$ cat config.mk
export PLATFORM = sky130hd
export DESIGN_NAME = swc_switch_control
export DESIGN_NICKNAME = d
export VERILOG_FILES = /design/src/swc_switch_control.v
export VERILOG_INCLUDE_DIRS = /design/src /design/src/src
export SDC_FILE = /design/constraint.sdc
export NUM_CORES = 1
export LEC_CHECK = 0
export ABC_AREA = 1
export BUFFER_PORTS_ARGS = -buffer_cell sky130_fd_sc_hd__buf_2
export CORE_MARGIN = 1
export CORE_UTILIZATION = 45
export DETAILED_ROUTE_END_ITERATION = 10
export PLACE_DENSITY_LB_ADDON = 0.08
export SETUP_SLACK_MARGIN = 0.02
export SLEW_MARGIN = 20
export SYNTH_ARGS = -nofsm -noshare
export SYNTH_HDL_FRONTEND = slang
export SYNTH_SLANG_ARGS = --single-unit
export TNS_END_PERCENT = 1
$ cat constraint.sdc
create_clock -name mclk_in -period 1.7 [get_ports mclk_in]
set_input_delay 0 -clock mclk_in [delete_from_list [all_inputs] [get_ports mclk_in]]
set_output_delay 0 -clock mclk_in [all_outputs]
set_load 0.005 [all_outputs]
$ cat src/swc_consts.vh
// register offset, field positions and reset values of the switch control block
`ifndef SWC_CONSTS_VH
`define SWC_CONSTS_VH
`define SWC_SWITCH_CONTROL_ADDR 12'h32c
`define SWC_FUNDAMENTAL_RESET_TRIGGER_BIT      0
`define SWC_HOT_RESET_TRIGGER_BIT      1
`define SWC_HOLD_BIT      2
`define SWC_UNLOCK_BIT    3
`define SWC_PBUNLOCK_BIT  4
`define SWC_LDHRDIS_BIT   5
`define SWC_EESKIP_BIT    6
`define SWC_ORDDIS_BIT    7
`define SWC_P2PDIS_BIT    8
`define SWC_CUT_THROUGH_DISABLE_BIT     14
`define SWC_LOCKIGN_BIT   15
`define SWC_WAKE_DIRECTION_BIT   16
`define SWC_AUXEN_BIT     17
`define SWC_BCDISC_BIT    18
`define SWC_RESET_VALUE   32'h0000_0000
`define SWC_RST_PULSE_CYC 4'h4
`endif

$ cat src/swc_switch_control.v
// switch control register with apb slave and reset sequencing hooks
//
// Chosen here: the APB register port.
module swc_switch_control #(
  parameter RST_PULSE_CYC = 4
) (
  input  wire        mclk_in,            // 100 MHz clock
  input  wire        rst_in,             // async reset, active high, aux power-on
  input  wire        psel_in,            // apb select
  input  wire        penable_in,         // apb enable
  input  wire        pwrite_in,          // apb direction
  input  wire [11:0] paddr_in,           // apb byte address
  input  wire [31:0] pwdata_in,          // apb write data
  output reg  [31:0] prdata_out,         // apb read data
  output reg         pready_out,         // apb ready
  output reg         pslverr_out,        // apb error, unmapped address
  input  wire        aux_power_disable_pin_in, // active-high strap pin, high disables aux power
  input  wire        ee_init_active_in,  // eeprom init in progress
  input  wire        ee_init_error_in,   // eeprom init error pulse
  input  wire        ee_hold_set_in,     // eeprom code sets hold bit
  input  wire        link_down_in,       // upstream link entered dl_down
  input  wire        hot_reset_req_in,   // other hot reset cause
  output reg         fundamental_reset_out, // fundamental reset pulse
  output reg         hot_reset_out,      // hot reset pulse
  output reg         switch_reset_out,   // switch core held in reset
  output reg         reset_active_out,   // reset sequence in progress
  output reg         hot_eeprom_init_out, // run eeprom init in hot reset
  output reg         register_unlock_out, // lockable fields writable
  output reg         power_budget_data_unlock_out, // budget data writable
  output reg         ordering_disable_out, // strict ordering
  output reg         peer_to_peer_disable_out, // p2p as unsupported
  output reg         cut_through_disable_out, // store-and-forward
  output reg         lock_ignore_a_out,  // ignore locked semantics
  output reg         wake_pin_oe_n_out,  // low while wake pin driven
  output reg         aux_power_enable_out, // aux power use allowed
  output reg         broadcast_discard_out // drop vendor broadcasts
);
`include "swc_consts.vh"

  // ---------------------------------------------------------------
  // state
  // ---------------------------------------------------------------
  localparam ST_IDLE = 2'h0;
  localparam ST_PULSE = 2'h1;
  localparam ST_INIT = 2'h2;
  localparam ST_HOLD = 2'h3;

  reg  [1:0]  state_reg;
  reg  [1:0]  state_next;
  reg  [3:0]  cnt_reg;
  reg  [3:0]  cnt_next;
  reg         hot_kind_reg;
  reg         hot_kind_next;
  reg         hold_reg;
  reg         unlock_reg;
  reg         pbunlock_reg;
  reg         ldhrdis_reg;
  reg         eeskip_reg;
  reg         orddis_reg;
  reg         p2pdis_reg;
  reg         cut_through_disable_reg;
  reg         lockign_reg;
  reg         bcdisc_reg;
  reg         wake_direction_reg;
  reg         auxen_reg;
  reg         strap_done_reg;
  reg  [1:0]  pin_sync_reg;
  reg  [1:0]  ldn_sync_reg;
  wire        wr_acc;
  wire        hit;
  wire        fundamental_reset_trigger_req;
  wire        hot_reset_trigger_req;
  wire [31:0] rd_val;

  assign hit = (paddr_in == `SWC_SWITCH_CONTROL_ADDR);
  assign wr_acc = psel_in & penable_in & pwrite_in & hit;
  assign fundamental_reset_trigger_req = wr_acc & pwdata_in[`SWC_FUNDAMENTAL_RESET_TRIGGER_BIT];
  // link-down cause suppressed when disabled
  assign hot_reset_trigger_req = (wr_acc & pwdata_in[`SWC_HOT_RESET_TRIGGER_BIT]) | hot_reset_req_in
                    | (ldn_sync_reg[1] & ~ldhrdis_reg);

  // ---------------------------------------------------------------
  // read value of the control word
  // ---------------------------------------------------------------
  // trigger bits read zero; reserved zero
  assign rd_val[`SWC_FUNDAMENTAL_RESET_TRIGGER_BIT]     = 1'b0;
  assign rd_val[`SWC_HOT_RESET_TRIGGER_BIT]     = 1'b0;
  assign rd_val[`SWC_HOLD_BIT]     = hold_reg;
  assign rd_val[`SWC_UNLOCK_BIT]   = unlock_reg;
  assign rd_val[`SWC_PBUNLOCK_BIT] = pbunlock_reg;
  assign rd_val[`SWC_LDHRDIS_BIT]  = ldhrdis_reg;
  assign rd_val[`SWC_EESKIP_BIT]   = eeskip_reg;
  assign rd_val[`SWC_ORDDIS_BIT]   = orddis_reg;
  assign rd_val[`SWC_P2PDIS_BIT]   = p2pdis_reg;
  assign rd_val[13:9]              = 5'h00;
  assign rd_val[`SWC_CUT_THROUGH_DISABLE_BIT]    = cut_through_disable_reg;
  assign rd_val[`SWC_LOCKIGN_BIT]  = lockign_reg;
  assign rd_val[`SWC_WAKE_DIRECTION_BIT]  = wake_direction_reg;
  assign rd_val[`SWC_AUXEN_BIT]    = auxen_reg;
  assign rd_val[`SWC_BCDISC_BIT]   = bcdisc_reg;
  assign rd_val[31:19]             = 13'h0000;

  // ---------------------------------------------------------------
  // pin synchronisers
  // ---------------------------------------------------------------
  // strap path not reset, so the pin level is settled at release
  always @(posedge mclk_in) begin
    pin_sync_reg <= {pin_sync_reg[0], aux_power_disable_pin_in};
  end

  always @(posedge mclk_in or posedge rst_in) begin
    if (rst_in) begin
      ldn_sync_reg <= 2'h0;
    end else begin
      ldn_sync_reg <= {ldn_sync_reg[0], link_down_in};
    end
  end

  // ---------------------------------------------------------------
  // apb slave, one wait-free access phase
  // ---------------------------------------------------------------
  always @(posedge mclk_in or posedge rst_in) begin
    if (rst_in) begin
      prdata_out <= 32'h0;
      pready_out <= 1'b0;
      pslverr_out <= 1'b0;
    end else begin
      pready_out <= psel_in & ~penable_in;
      pslverr_out <= psel_in & ~penable_in & ~hit;
      prdata_out <= (psel_in & ~penable_in & ~pwrite_in & hit) ? rd_val : 32'h0;
    end
  end

  // ---------------------------------------------------------------
  // reset sequencer
  // ---------------------------------------------------------------
  always @* begin
    state_next = state_reg;
    cnt_next = cnt_reg;
    hot_kind_next = hot_kind_reg;
    case (state_reg)
      ST_IDLE: begin
        cnt_next = 4'h0;
        if (fundamental_reset_trigger_req | hot_reset_trigger_req) begin
          state_next = ST_PULSE;
          hot_kind_next = ~fundamental_reset_trigger_req;
        end
      end
      ST_PULSE: begin
        cnt_next = cnt_reg + 4'h1;
        if (cnt_reg == RST_PULSE_CYC[3:0] - 4'h1) begin
          state_next = ST_INIT;
        end
      end
      ST_INIT: begin
        if (!ee_init_active_in) begin
          state_next = hold_reg ? ST_HOLD : ST_IDLE;
        end
      end
      default: begin
        if (!hold_reg) begin
          state_next = ST_IDLE;
        end
      end
    endcase
  end

  // release of reset starts with a fundamental pulse
  always @(posedge mclk_in or posedge rst_in) begin
    if (rst_in) begin
      state_reg <= ST_PULSE;
      cnt_reg <= 4'h0;
      hot_kind_reg <= 1'b0;
    end else begin
      state_reg <= state_next;
      cnt_reg <= cnt_next;
      hot_kind_reg <= hot_kind_next;
    end
  end

  // ---------------------------------------------------------------
  // control fields
  // ---------------------------------------------------------------
  always @(posedge mclk_in or posedge rst_in) begin
    if (rst_in) begin
      hold_reg <= 1'b0;
      unlock_reg <= 1'b0;
      pbunlock_reg <= 1'b0;
      ldhrdis_reg <= 1'b0;
      eeskip_reg <= 1'b0;
      orddis_reg <= 1'b0;
      p2pdis_reg <= 1'b0;
      cut_through_disable_reg <= 1'b0;
      lockign_reg <= 1'b0;
      bcdisc_reg <= 1'b0;
      wake_direction_reg <= 1'b0;
      auxen_reg <= 1'b0;
      strap_done_reg <= 1'b0;
    end else begin
      if (!strap_done_reg) begin
        strap_done_reg <= 1'b1;
        auxen_reg <= ~pin_sync_reg[1];
      end else if (wr_acc) begin
        auxen_reg <= pwdata_in[`SWC_AUXEN_BIT];
      end
      // fundamental reset restores sticky fields; hot keeps them
      if (state_reg == ST_PULSE && !hot_kind_reg && cnt_reg == 4'h0) begin
        pbunlock_reg <= 1'b0;
        ldhrdis_reg <= 1'b0;
        eeskip_reg <= 1'b0;
        orddis_reg <= 1'b0;
        p2pdis_reg <= 1'b0;
        cut_through_disable_reg <= 1'b0;
        lockign_reg <= 1'b0;
        bcdisc_reg <= 1'b0;
        hold_reg <= 1'b0;
      end else if (wr_acc) begin
        if (state_reg != ST_IDLE) begin
          hold_reg <= pwdata_in[`SWC_HOLD_BIT];
        end
        if (unlock_reg) begin
          pbunlock_reg <= pwdata_in[`SWC_PBUNLOCK_BIT];
        end
        ldhrdis_reg <= pwdata_in[`SWC_LDHRDIS_BIT];
        eeskip_reg <= pwdata_in[`SWC_EESKIP_BIT];
        orddis_reg <= pwdata_in[`SWC_ORDDIS_BIT];
        p2pdis_reg <= pwdata_in[`SWC_P2PDIS_BIT];
        cut_through_disable_reg <= pwdata_in[`SWC_CUT_THROUGH_DISABLE_BIT];
        lockign_reg <= pwdata_in[`SWC_LOCKIGN_BIT];
        bcdisc_reg <= pwdata_in[`SWC_BCDISC_BIT];
        wake_direction_reg <= pwdata_in[`SWC_WAKE_DIRECTION_BIT];
      end
      if (ee_init_error_in | ee_hold_set_in) begin
        hold_reg <= 1'b1;
      end
      if (state_reg != ST_IDLE) begin
        unlock_reg <= 1'b1;
      end else if (wr_acc) begin
        unlock_reg <= pwdata_in[`SWC_UNLOCK_BIT];
      end
    end
  end

  // ---------------------------------------------------------------
  // registered outputs
  // ---------------------------------------------------------------
  always @(posedge mclk_in or posedge rst_in) begin
    if (rst_in) begin
      fundamental_reset_out <= 1'b1;
      hot_reset_out <= 1'b0;
      switch_reset_out <= 1'b1;
      reset_active_out <= 1'b1;
      hot_eeprom_init_out <= 1'b1;
      register_unlock_out <= 1'b0;
      power_budget_data_unlock_out <= 1'b0;
      ordering_disable_out <= 1'b0;
      peer_to_peer_disable_out <= 1'b0;
      cut_through_disable_out <= 1'b0;
      lock_ignore_a_out <= 1'b0;
      wake_pin_oe_n_out <= 1'b1;
      aux_power_enable_out <= 1'b0;
      broadcast_discard_out <= 1'b0;
    end else begin
      fundamental_reset_out <= (state_reg == ST_PULSE) & ~hot_kind_reg;
      hot_reset_out <= (state_reg == ST_PULSE) & hot_kind_reg;
      switch_reset_out <= (state_reg == ST_PULSE) | (state_reg == ST_HOLD);
      reset_active_out <= (state_reg != ST_IDLE);
      hot_eeprom_init_out <= ~eeskip_reg;
      register_unlock_out <= unlock_reg;
      power_budget_data_unlock_out <= pbunlock_reg;
      ordering_disable_out <= orddis_reg;
      peer_to_peer_disable_out <= p2pdis_reg;
      cut_through_disable_out <= cut_through_disable_reg;
      lock_ignore_a_out <= lockign_reg;
      wake_pin_oe_n_out <= ~wake_direction_reg;
      aux_power_enable_out <= auxen_reg;
      broadcast_discard_out <= bcdisc_reg;
    end
  end
endmodule // swc_switch_control

**Word level (Yosys, flattened, before mapping)**

Index checks and enable logic that the tools add are counted.

- Flip-flop bits (word level): 59
- Bits in latches: 0
- Bits in writable memories: 0
- ROM bits: 0
- Output and inout port bits: 48
- Logic and storage cells: 123
- Memories: 0

- Add/subtract/negate cells: 1
- $mul: 0
- Div/mod/pow operators: 0
- Order comparisons: 0
- Equality and inequality tests: 10
- Shift-type cells: 0
- Multiplexer cells: 33
- Bitwise gates (word level): 27
- Reduce and logical (&&, ||, !) cells: 17

Operators by type and width:

| kind | number |
|---|---|
| $mux W1 | 25 |
| $mux W19 | 1 |
| $and A1 B1 Y1 | 12 |
| $eq A12 B10 Y1 const B | 1 |
| $mux W2 | 5 |
| $not A1 Y1 | 10 |
| $reduce_bool A2 Y1 | 5 |
| $pmux W4 S2 | 1 |
| $reduce_and A2 Y1 | 4 |
| $ne A2 B2 Y1 const B | 3 |
| $pmux W2 S3 | 1 |
| $reduce_bool A3 Y1 | 2 |
| $or A1 B1 Y1 | 5 |
| $add A4 B1 Y4 const B | 1 |
| $eq A2 B2 Y1 const B | 2 |
| $eq A4 B2 Y1 const B | 1 |
| $logic_not A4 Y1 | 1 |
| $ne A4 B1 Y1 const B | 1 |
| $reduce_and A4 Y1 | 1 |
| $eq A2 B1 Y1 const B | 1 |
| $logic_and A1 B1 Y1 | 2 |
| $logic_not A2 Y1 | 1 |
| $ne A2 B1 Y1 const B | 1 |
| $logic_not A1 Y1 | 1 |

**Depth between registers and ports, before layout**

Gate-level depths: netlist of the first run.

- Depth in word-level cells: 9
- Gate-level depth with buffers: 9
- Mapped depth without buffers: 9

**Worst setup path before layout of the first run**

Ideal clock, no wire load.

- Path type: reg2reg
- Start: reg state_reg[0]
- End: reg hold_reg
- Setup time: 0.125 ns
- Arrival time: 1.210 ns
- Slack: 0.365 ns
- Cell stages (with the launch flop): 9
- Buffers on the path: 1
- Period minus slack after synthesis: 1.335 ns
- Path through: dfstp_2 > inv_2 > nor2_2 > inv_2 > nor2_4 > nand3_4 > buf_6 > nand4_2 > nand3_1

- Cells in the longest elaborated chain, start to end: 5
- Elaborated cells between the ends (all ways): 9
- Classes of those cells: eq/ne: 1; mux: 2; reduce/logical: 6

RTL lines:

| element | RTL line | RTL |
|---|---|---|
| from (decl) | swc_switch_control.v:48 | `reg [1:0] state_reg;` |
| from (signal assigned) | swc_switch_control.v:175 | `state_reg <= state_next;` |
| $eq A2 B1 Y1 | swc_switch_control.v:207 | `if (state_reg == ST_PULSE && !hot_kind_reg && cnt_reg == 4'h0) begin` |
| $logic_and A1 B1 Y1 (2 in a row) | swc_switch_control.v:207 |  |
| $reduce_bool A3 Y1 (no source line) / $mux W1 (equally long branches) | -- |  |
| $reduce_and A2 Y1 (no source line) / $mux W1 (equally long branches) | -- |  |
| to (signal assigned) | swc_switch_control.v:219 | `` hold_reg <= pwdata_in[`SWC_HOLD_BIT]; `` |
| to (decl) | swc_switch_control.v:54 | `reg hold_reg;` |

Several ways; a longest one is shown, not always the timed one.
A chain may end at the register's enable or synchronous reset.

**Worst setup path after layout of the first run**

Same ends and word-level chain as after synthesis.

==> results of run 1 <==
## placed cells by master (no fill, tap or decap), drive strengths merged
| cell type | n |
|---|---|
| o21ai | 15 |
| nand3 | 16 |
| dlygate4sd3 | 20 |
| a31oi | 1 |
| nor3 | 1 |
| conb | 21 |
| or2 | 1 |
| dfxtp | 2 |
| dfstp | 6 |
| nand2 | 24 |
| nor2 | 30 |
| and2 | 1 |
| clkbuf | 6 |
| inv | 28 |
| ha | 2 |
| dfrtp | 44 |
| o21bai | 1 |
| xor2 | 1 |
| buf | 67 |
| clkinvlp | 1 |
| clkinv | 2 |
| a21oi | 5 |
| nand4 | 5 |
## report_power, final
part           leakage (nW)  total, mW  switching (mW)  internal (mW)
logic                 0.746      0.418           0.240          0.178
clock network        0.0412      0.670           0.382          0.288
registers             0.655       1.41          0.0715           1.34
total                  1.44       2.50           0.693           1.80
## metal layers
layer | share of wire | vias to the layer above
li1 | - | 792
met1 | 0.45 | 740
met2 | 0.48 | 61
met3 | 0.060 | 5
met4 | 0.012 | 0
met5 | 0 | -
## through the flow
step,cells,total power [mW],worst slack (ns)
after CTS,352,2.53,0.190
after global placement,324,1.82,0.213
after floorplan,229,1.73,0.365
after global routing,352,2.63,0.0880
after detailed placement,324,1.82,0.207
final,352,2.50,0.212
## path summary, 6_finish.rpt
check / depth (start not counted) / endpoint / slack [ns]
min reg2reg: 0 / pin_sync_reg[1] / 0.33
max in group asynchronous: 4 / hot_eeprom_init_out / 0.81
min in group asynchronous: 3 / prdata_out[7] / 0.30
min: 5 / pslverr_out / 0.008
max: 9 / hold_reg / 0.21
max reg2reg: 9 / hold_reg / 0.21
## cell families (layout without fill, tap and decap cells)
family / after synthesis / after routing
AO/OA/AOI/OAI: 22 / 22
XOR/XNOR: 1 / 1
adder cells (fa/ha/maj): 2 / 2
buffers and inverters: 53 / 124
flip-flops: 52 / 52
other: 2 / 21
AND/OR/NAND/NOR: 78 / 78
## layout make-up
type / instances / area, µm²
fill: 408 / 1750
clock buffer: 6 / 72.6
tap: 52 / 65.1
clock inverter: 2 / 12.5
inverter: 29 / 114
timing repair buffer: 87 / 556
sequential: 52 / 1300
multi-input combinational: 124 / 638
## tightest hold or removal path: cells and delay by family
kind / cells / cell delay (ns)
AND/OR/NAND/NOR: 2 / 0.11
buffers and inverters: 3 / 0.17
## repair_timing
action	4_1_cts	5_1_grt
endpoints found under the hold margin	40	0
hold buffers	20	0
buffers inserted	0	0
==> results.yml, run 1 <==
status:
  status: "finished, final reports clean"
finish:
  largest_reg_flops: 12
  nets: 356
  layout-drive-gt1-share: 0.327
  num_antenna_cells: 0
  final_util: 0.612
  synthToLayoutAreaGrowth_pct: 26.8
  post-route-cell-area_mm2: 0.00276
critical_path:
  required_ns: 1.89
  crit_arrival_ns: 1.68
  critical_path.cell_chain: "inv_2 -> nor2_2 -> inv_2 -> nor2_4 -> nand3_4 -> nand2_4 -> nand2_1 -> nand2_1 -> nand3_1"
  critPathLaunch: "state_reg[0]"
  slowest_stage: "dfstp_2"
  worstSetupPathType: "register to register"
  regToRegStartpoint: "state_reg[0]"
  slowest_delay_ns: 0.56
  crit_family: "simple AND/OR/NAND/NOR gates"
  cp_num_buf_inv: 2
  crit_path_start_kind: "register"
  critPathMaxFanout: 8
  critPathCaptureType: "register"
route:
  drtIter0Drc: 57
  drc: 0
  routedWlPerCell_um: 11.0
  wl_um: 3860
  viasPerCell: 4.54
  ant_nets: 0
  drtPass1Iterations: 4
  vias: 1598
timing:
  fin_crit_ns: 1.49
  fmax_ghz: 0.672
  period_share: 0.875
  slew_headroom: 0.622
  slew_viol_final: 0
  finalHoldViolCount: 0
  tns_ns: 0
  setup_viol: 0
  tightest_slew_ns: 0.566
  rsz0062_at_grt: "no"
  fin_worst_skew_ns: 0.00983
  whs_ns: 0.00791
global_routing:
  met1_usage: 0.214
  grt_busiest_layer: "met2"
  grt_pass1_vias: 1560
  grt_pass1_wl_um: 6740
  grt_use_met3: 0.0295
  grt_usage: 0.170
  overflow: 0
  use_met2: 0.299
  grt_max_degree: 28
  antenna_found_initial: 0
yosys:
  synthAdderAreaFrac: 0.0115
  avgSynthCellArea_um2: 10.4
  synth-main-ff-cell: "dfrtp_1"
  synth.most_common_cell: "dfrtp_1"
  ys_ff_latch: 52
  yosys_warnings: 0
  yosysSeqAreaShare: 0.597
  synth_top_family_by_area: "simple AND/OR/NAND/NOR gates"
  synth.largest_area_cell: "dfrtp_1"
  synth_simple_gate_area_frac: 0.188
  postSynthCellCount: 210
  synth_common_cells: "dfrtp_1 (44), inv_1 (26), nor2_1 (25), nand2_1 (23), buf_4 (20)"
  syn_area_mm2: 0.00217
  synth_edf_count: 0
  synth-xor-area-share: 0.00403
  ys_top_cells_by_area: "dfrtp_1 (51%), dfstp_2 (7.2%), buf_4 (6.9%)"
  muxShareOfSynthArea: 0
  synth_top_cell_area_share: 0.506
  synth_compound_area_frac: 0.0541
  synth_cell_type_count: 33
  synth-async-reset-ratio: 0.962
placed_design:
  postPlaceCellArea_mm2: 0.00247
  gp_congestion: 0.805
  port_buffers: 64
  place_hpwl_um: 2700
floorplan:
  die_w_um: 71.5
  rows: 24
  ios: 103
  design.core.area_mm2: 0.00450
  die_h_um: 71.5
  die-area_mm2: 0.00511
  initial_core_util: 0.483
clock_network:
  htreeDepth: 2
  clock-sinks: 52
  cts_resized: 0
  cts_root_buf: "clkbuf_8"
  insertion_delay_ns: 0.30
  clk_pin_slew_ns: 0.09
  numCtsBuffers: 5
  clockBufferDepth: 2
  cts_tree: "yes"
flow_run:
  max_cap_violations: 0
power:
  peakVddDrop_uv: 666
  p_per_area_mw_per_mm2: 906
  p_leak_nw: 1.44
worst_hold_path:
  hold_path_startpoint: "psel_in"
  hp-class: "primary input to register"
Note: power is estimated with default switching activity, not from simulation.
==> inputs of run 2 (changes only) <==
--- a/config.mk
+++ b/config.mk
@@ -7,7 +7,7 @@
 export NUM_CORES = 1
 export LEC_CHECK = 0
 export ABC_AREA = 1
-export BUFFER_PORTS_ARGS = -buffer_cell sky130_fd_sc_hd__buf_2
+export BUFFER_PORTS_ARGS = -buffer_cell sky130_fd_sc_hd__buf_4
 export CORE_MARGIN = 1
 export CORE_UTILIZATION = 45
 export DETAILED_ROUTE_END_ITERATION = 10
==> run 2 against run 1 <==
Compared with the run above: combinational power up 9.3%; wire length up 1.6%; global-route usage up 0.25 points; sequential cell count unchanged; final area up 6.1%.
==> results.yml, run 2 (synthesized netlist as in run 1, its figures left out) <==
floorplan:
  rows: 24
  initial_core_util: 0.483
  die_w_um: 71.5
  ios: 103
  die-area_mm2: 0.00511
  design.core.area_mm2: 0.00450
  die_h_um: 71.5
placed_design:
  port_buffers: 64
  postPlaceCellArea_mm2: 0.00263
  place_hpwl_um: 2820
  gp_congestion: 0.848
timing:
  tightest_slew_ns: 0.540
  fin_worst_skew_ns: 0.00426
  fmax_ghz: 0.672
  setup_viol: 0
  slew_viol_final: 0
  finalHoldViolCount: 0
  period_share: 0.875
  tns_ns: 0
  rsz0062_at_grt: "no"
  fin_crit_ns: 1.49
  slew_headroom: 0.639
power:
  peakVddDrop_uv: 823
  p_per_area_mw_per_mm2: 878
  power_mw: 2.57
  p_leak_nw: 1.48
global_routing:
  grt_pass1_wl_um: 6730
  antenna_found_initial: 0
  overflow: 0
  grt_usage: 0.173
  grt_pass1_vias: 1537
  grt_max_degree: 27
critical_path:
  regToRegStartpoint: "state_reg[0]"
  endpoint: "hold_reg"
  slowest_delay_ns: 0.55
  crit_path_start_kind: "register"
  critPathCaptureType: "register"
  reg2reg_slack_ns: 0.21
  rr_worst_depth: 9
  critical_path.cell_chain: "inv_2 -> nor2_2 -> inv_2 -> nor2_4 -> nand3_4 -> nand2_4 -> nand2_1 -> nand2_1 -> nand3_1"
  slowest_stage: "dfstp_2"
  critPathLaunch: "state_reg[0]"
  worstSetupPathType: "register to register"
  reg2reg_to: "hold_reg"
  critPathMaxFanout: 8
  required_ns: 1.88
  crit_arrival_ns: 1.67
flow_run:
  max_cap_violations: 0
worst_hold_path:
  hp-class: "primary input to register"
clock_network:
  cts_root_buf: "clkbuf_8"
  clock-sinks: 52
  numCtsBuffers: 5
  insertion_delay_ns: 0.29
  cts_tree: "yes"
  clockBufferDepth: 2
  htreeDepth: 2
  cts_resized: 0
  clk_pin_slew_ns: 0.09
route:
  routedWlPerCell_um: 11.1
  vias: 1561
  drc: 0
  drtIter0Drc: 44
  drtPass1Iterations: 4
  wl_um: 3920
  ant_nets: 0
  viasPerCell: 4.43
finish:
  largest_reg_flops: 12
  layout-drive-gt1-share: 0.327
  layout_commonest_cell: "buf_4"
  final_cell_mix: "buf_4 (66), dfrtp_1 (44), inv_1 (25), nor2_1 (25), nand2_1 (23)"
  synthToLayoutAreaGrowth_pct: 34.5
  post-route-cell-area_mm2: 0.00293
  num_antenna_cells: 0
  nets: 356
  fillers: 367
status:
  status: "finished, final reports clean"
==> run 2: cell type report <==
class | instances | area (µm²) | share of cell area
Sequential cell | 52 | 1300 | 0.444
Timing Repair Buffer | 87 | 716 | 0.245
Multi-Input combinational cell | 124 | 638 | 0.218
Inverter | 29 | 114 | 0.0389
Clock buffer | 7 | 86.3 | 0.0295
Tap cell | 52 | 65.1 | 0.0222
Clock inverter | 1 | 7.51 | 0.00257
==> run 2: routing by layer <==
metal | vias up | global-route usage | share of wire
met4 | 0 | 0.0523 | 0.014
met2 | 57 | 0.296 | 0.48
met3 | 6 | 0.0450 | 0.056
li1 | 788 | - | -
met5 | - | 0 | 0
met1 | 710 | 0.217 | 0.45
==> run 2: how the worst min path moves through the flow <==
stage | start | end | slack [ns] | depth (start not counted)
3_3_place_gp | rst_in | ordering_disable_out | 0.09 | 2
4_1_cts | psel_in | pslverr_out | 0.01 | 5
3_5_place_dp | rst_in | prdata_out[7] | 0.09 | 2
6_report | psel_in | pslverr_out | 0.02 | 5
5_1_grt | pwdata_in[0] | hot_kind_reg | 0.05 | 4
2_1_floorplan | aux_power_disable_pin_in | pin_sync_reg[0] | 0.03 | 0
==> run 2: worst max-delay path, delay by kind of cell (launching register included) <==
family | cells | cell delay (ns)
DFF | 1 | 0.55
buffers and inverters | 2 | 0.14
and+or+nand+nor | 7 | 0.68
==> run 2: power by group <==
part	switching [mW]	internal, mW	leakage, nW
Sequential	0.0649	1.34	0.655
Combinational	0.247	0.211	0.785
Clock	0.378	0.331	0.0445
Total	0.689	1.88	1.48
==> run 2: timing repair <==
action,CTS,global route
hold buffers,20,0
hold endpoints to repair,39,0
buffers inserted,0,0
setup endpoints to repair,0,0
==> run 2: per-stage QoR <==
step                cells  setup slack [ns]  hold WS, ns   util
finish                352             0.212       0.0153  0.649
detailed placement    324             0.202       0.0852  0.584
global route          352             0.116       0.0498  0.649
CTS                   352             0.195       0.0145  0.649
floorplan             229             0.365       0.0277      -
global placement      324             0.224       0.0910  0.584
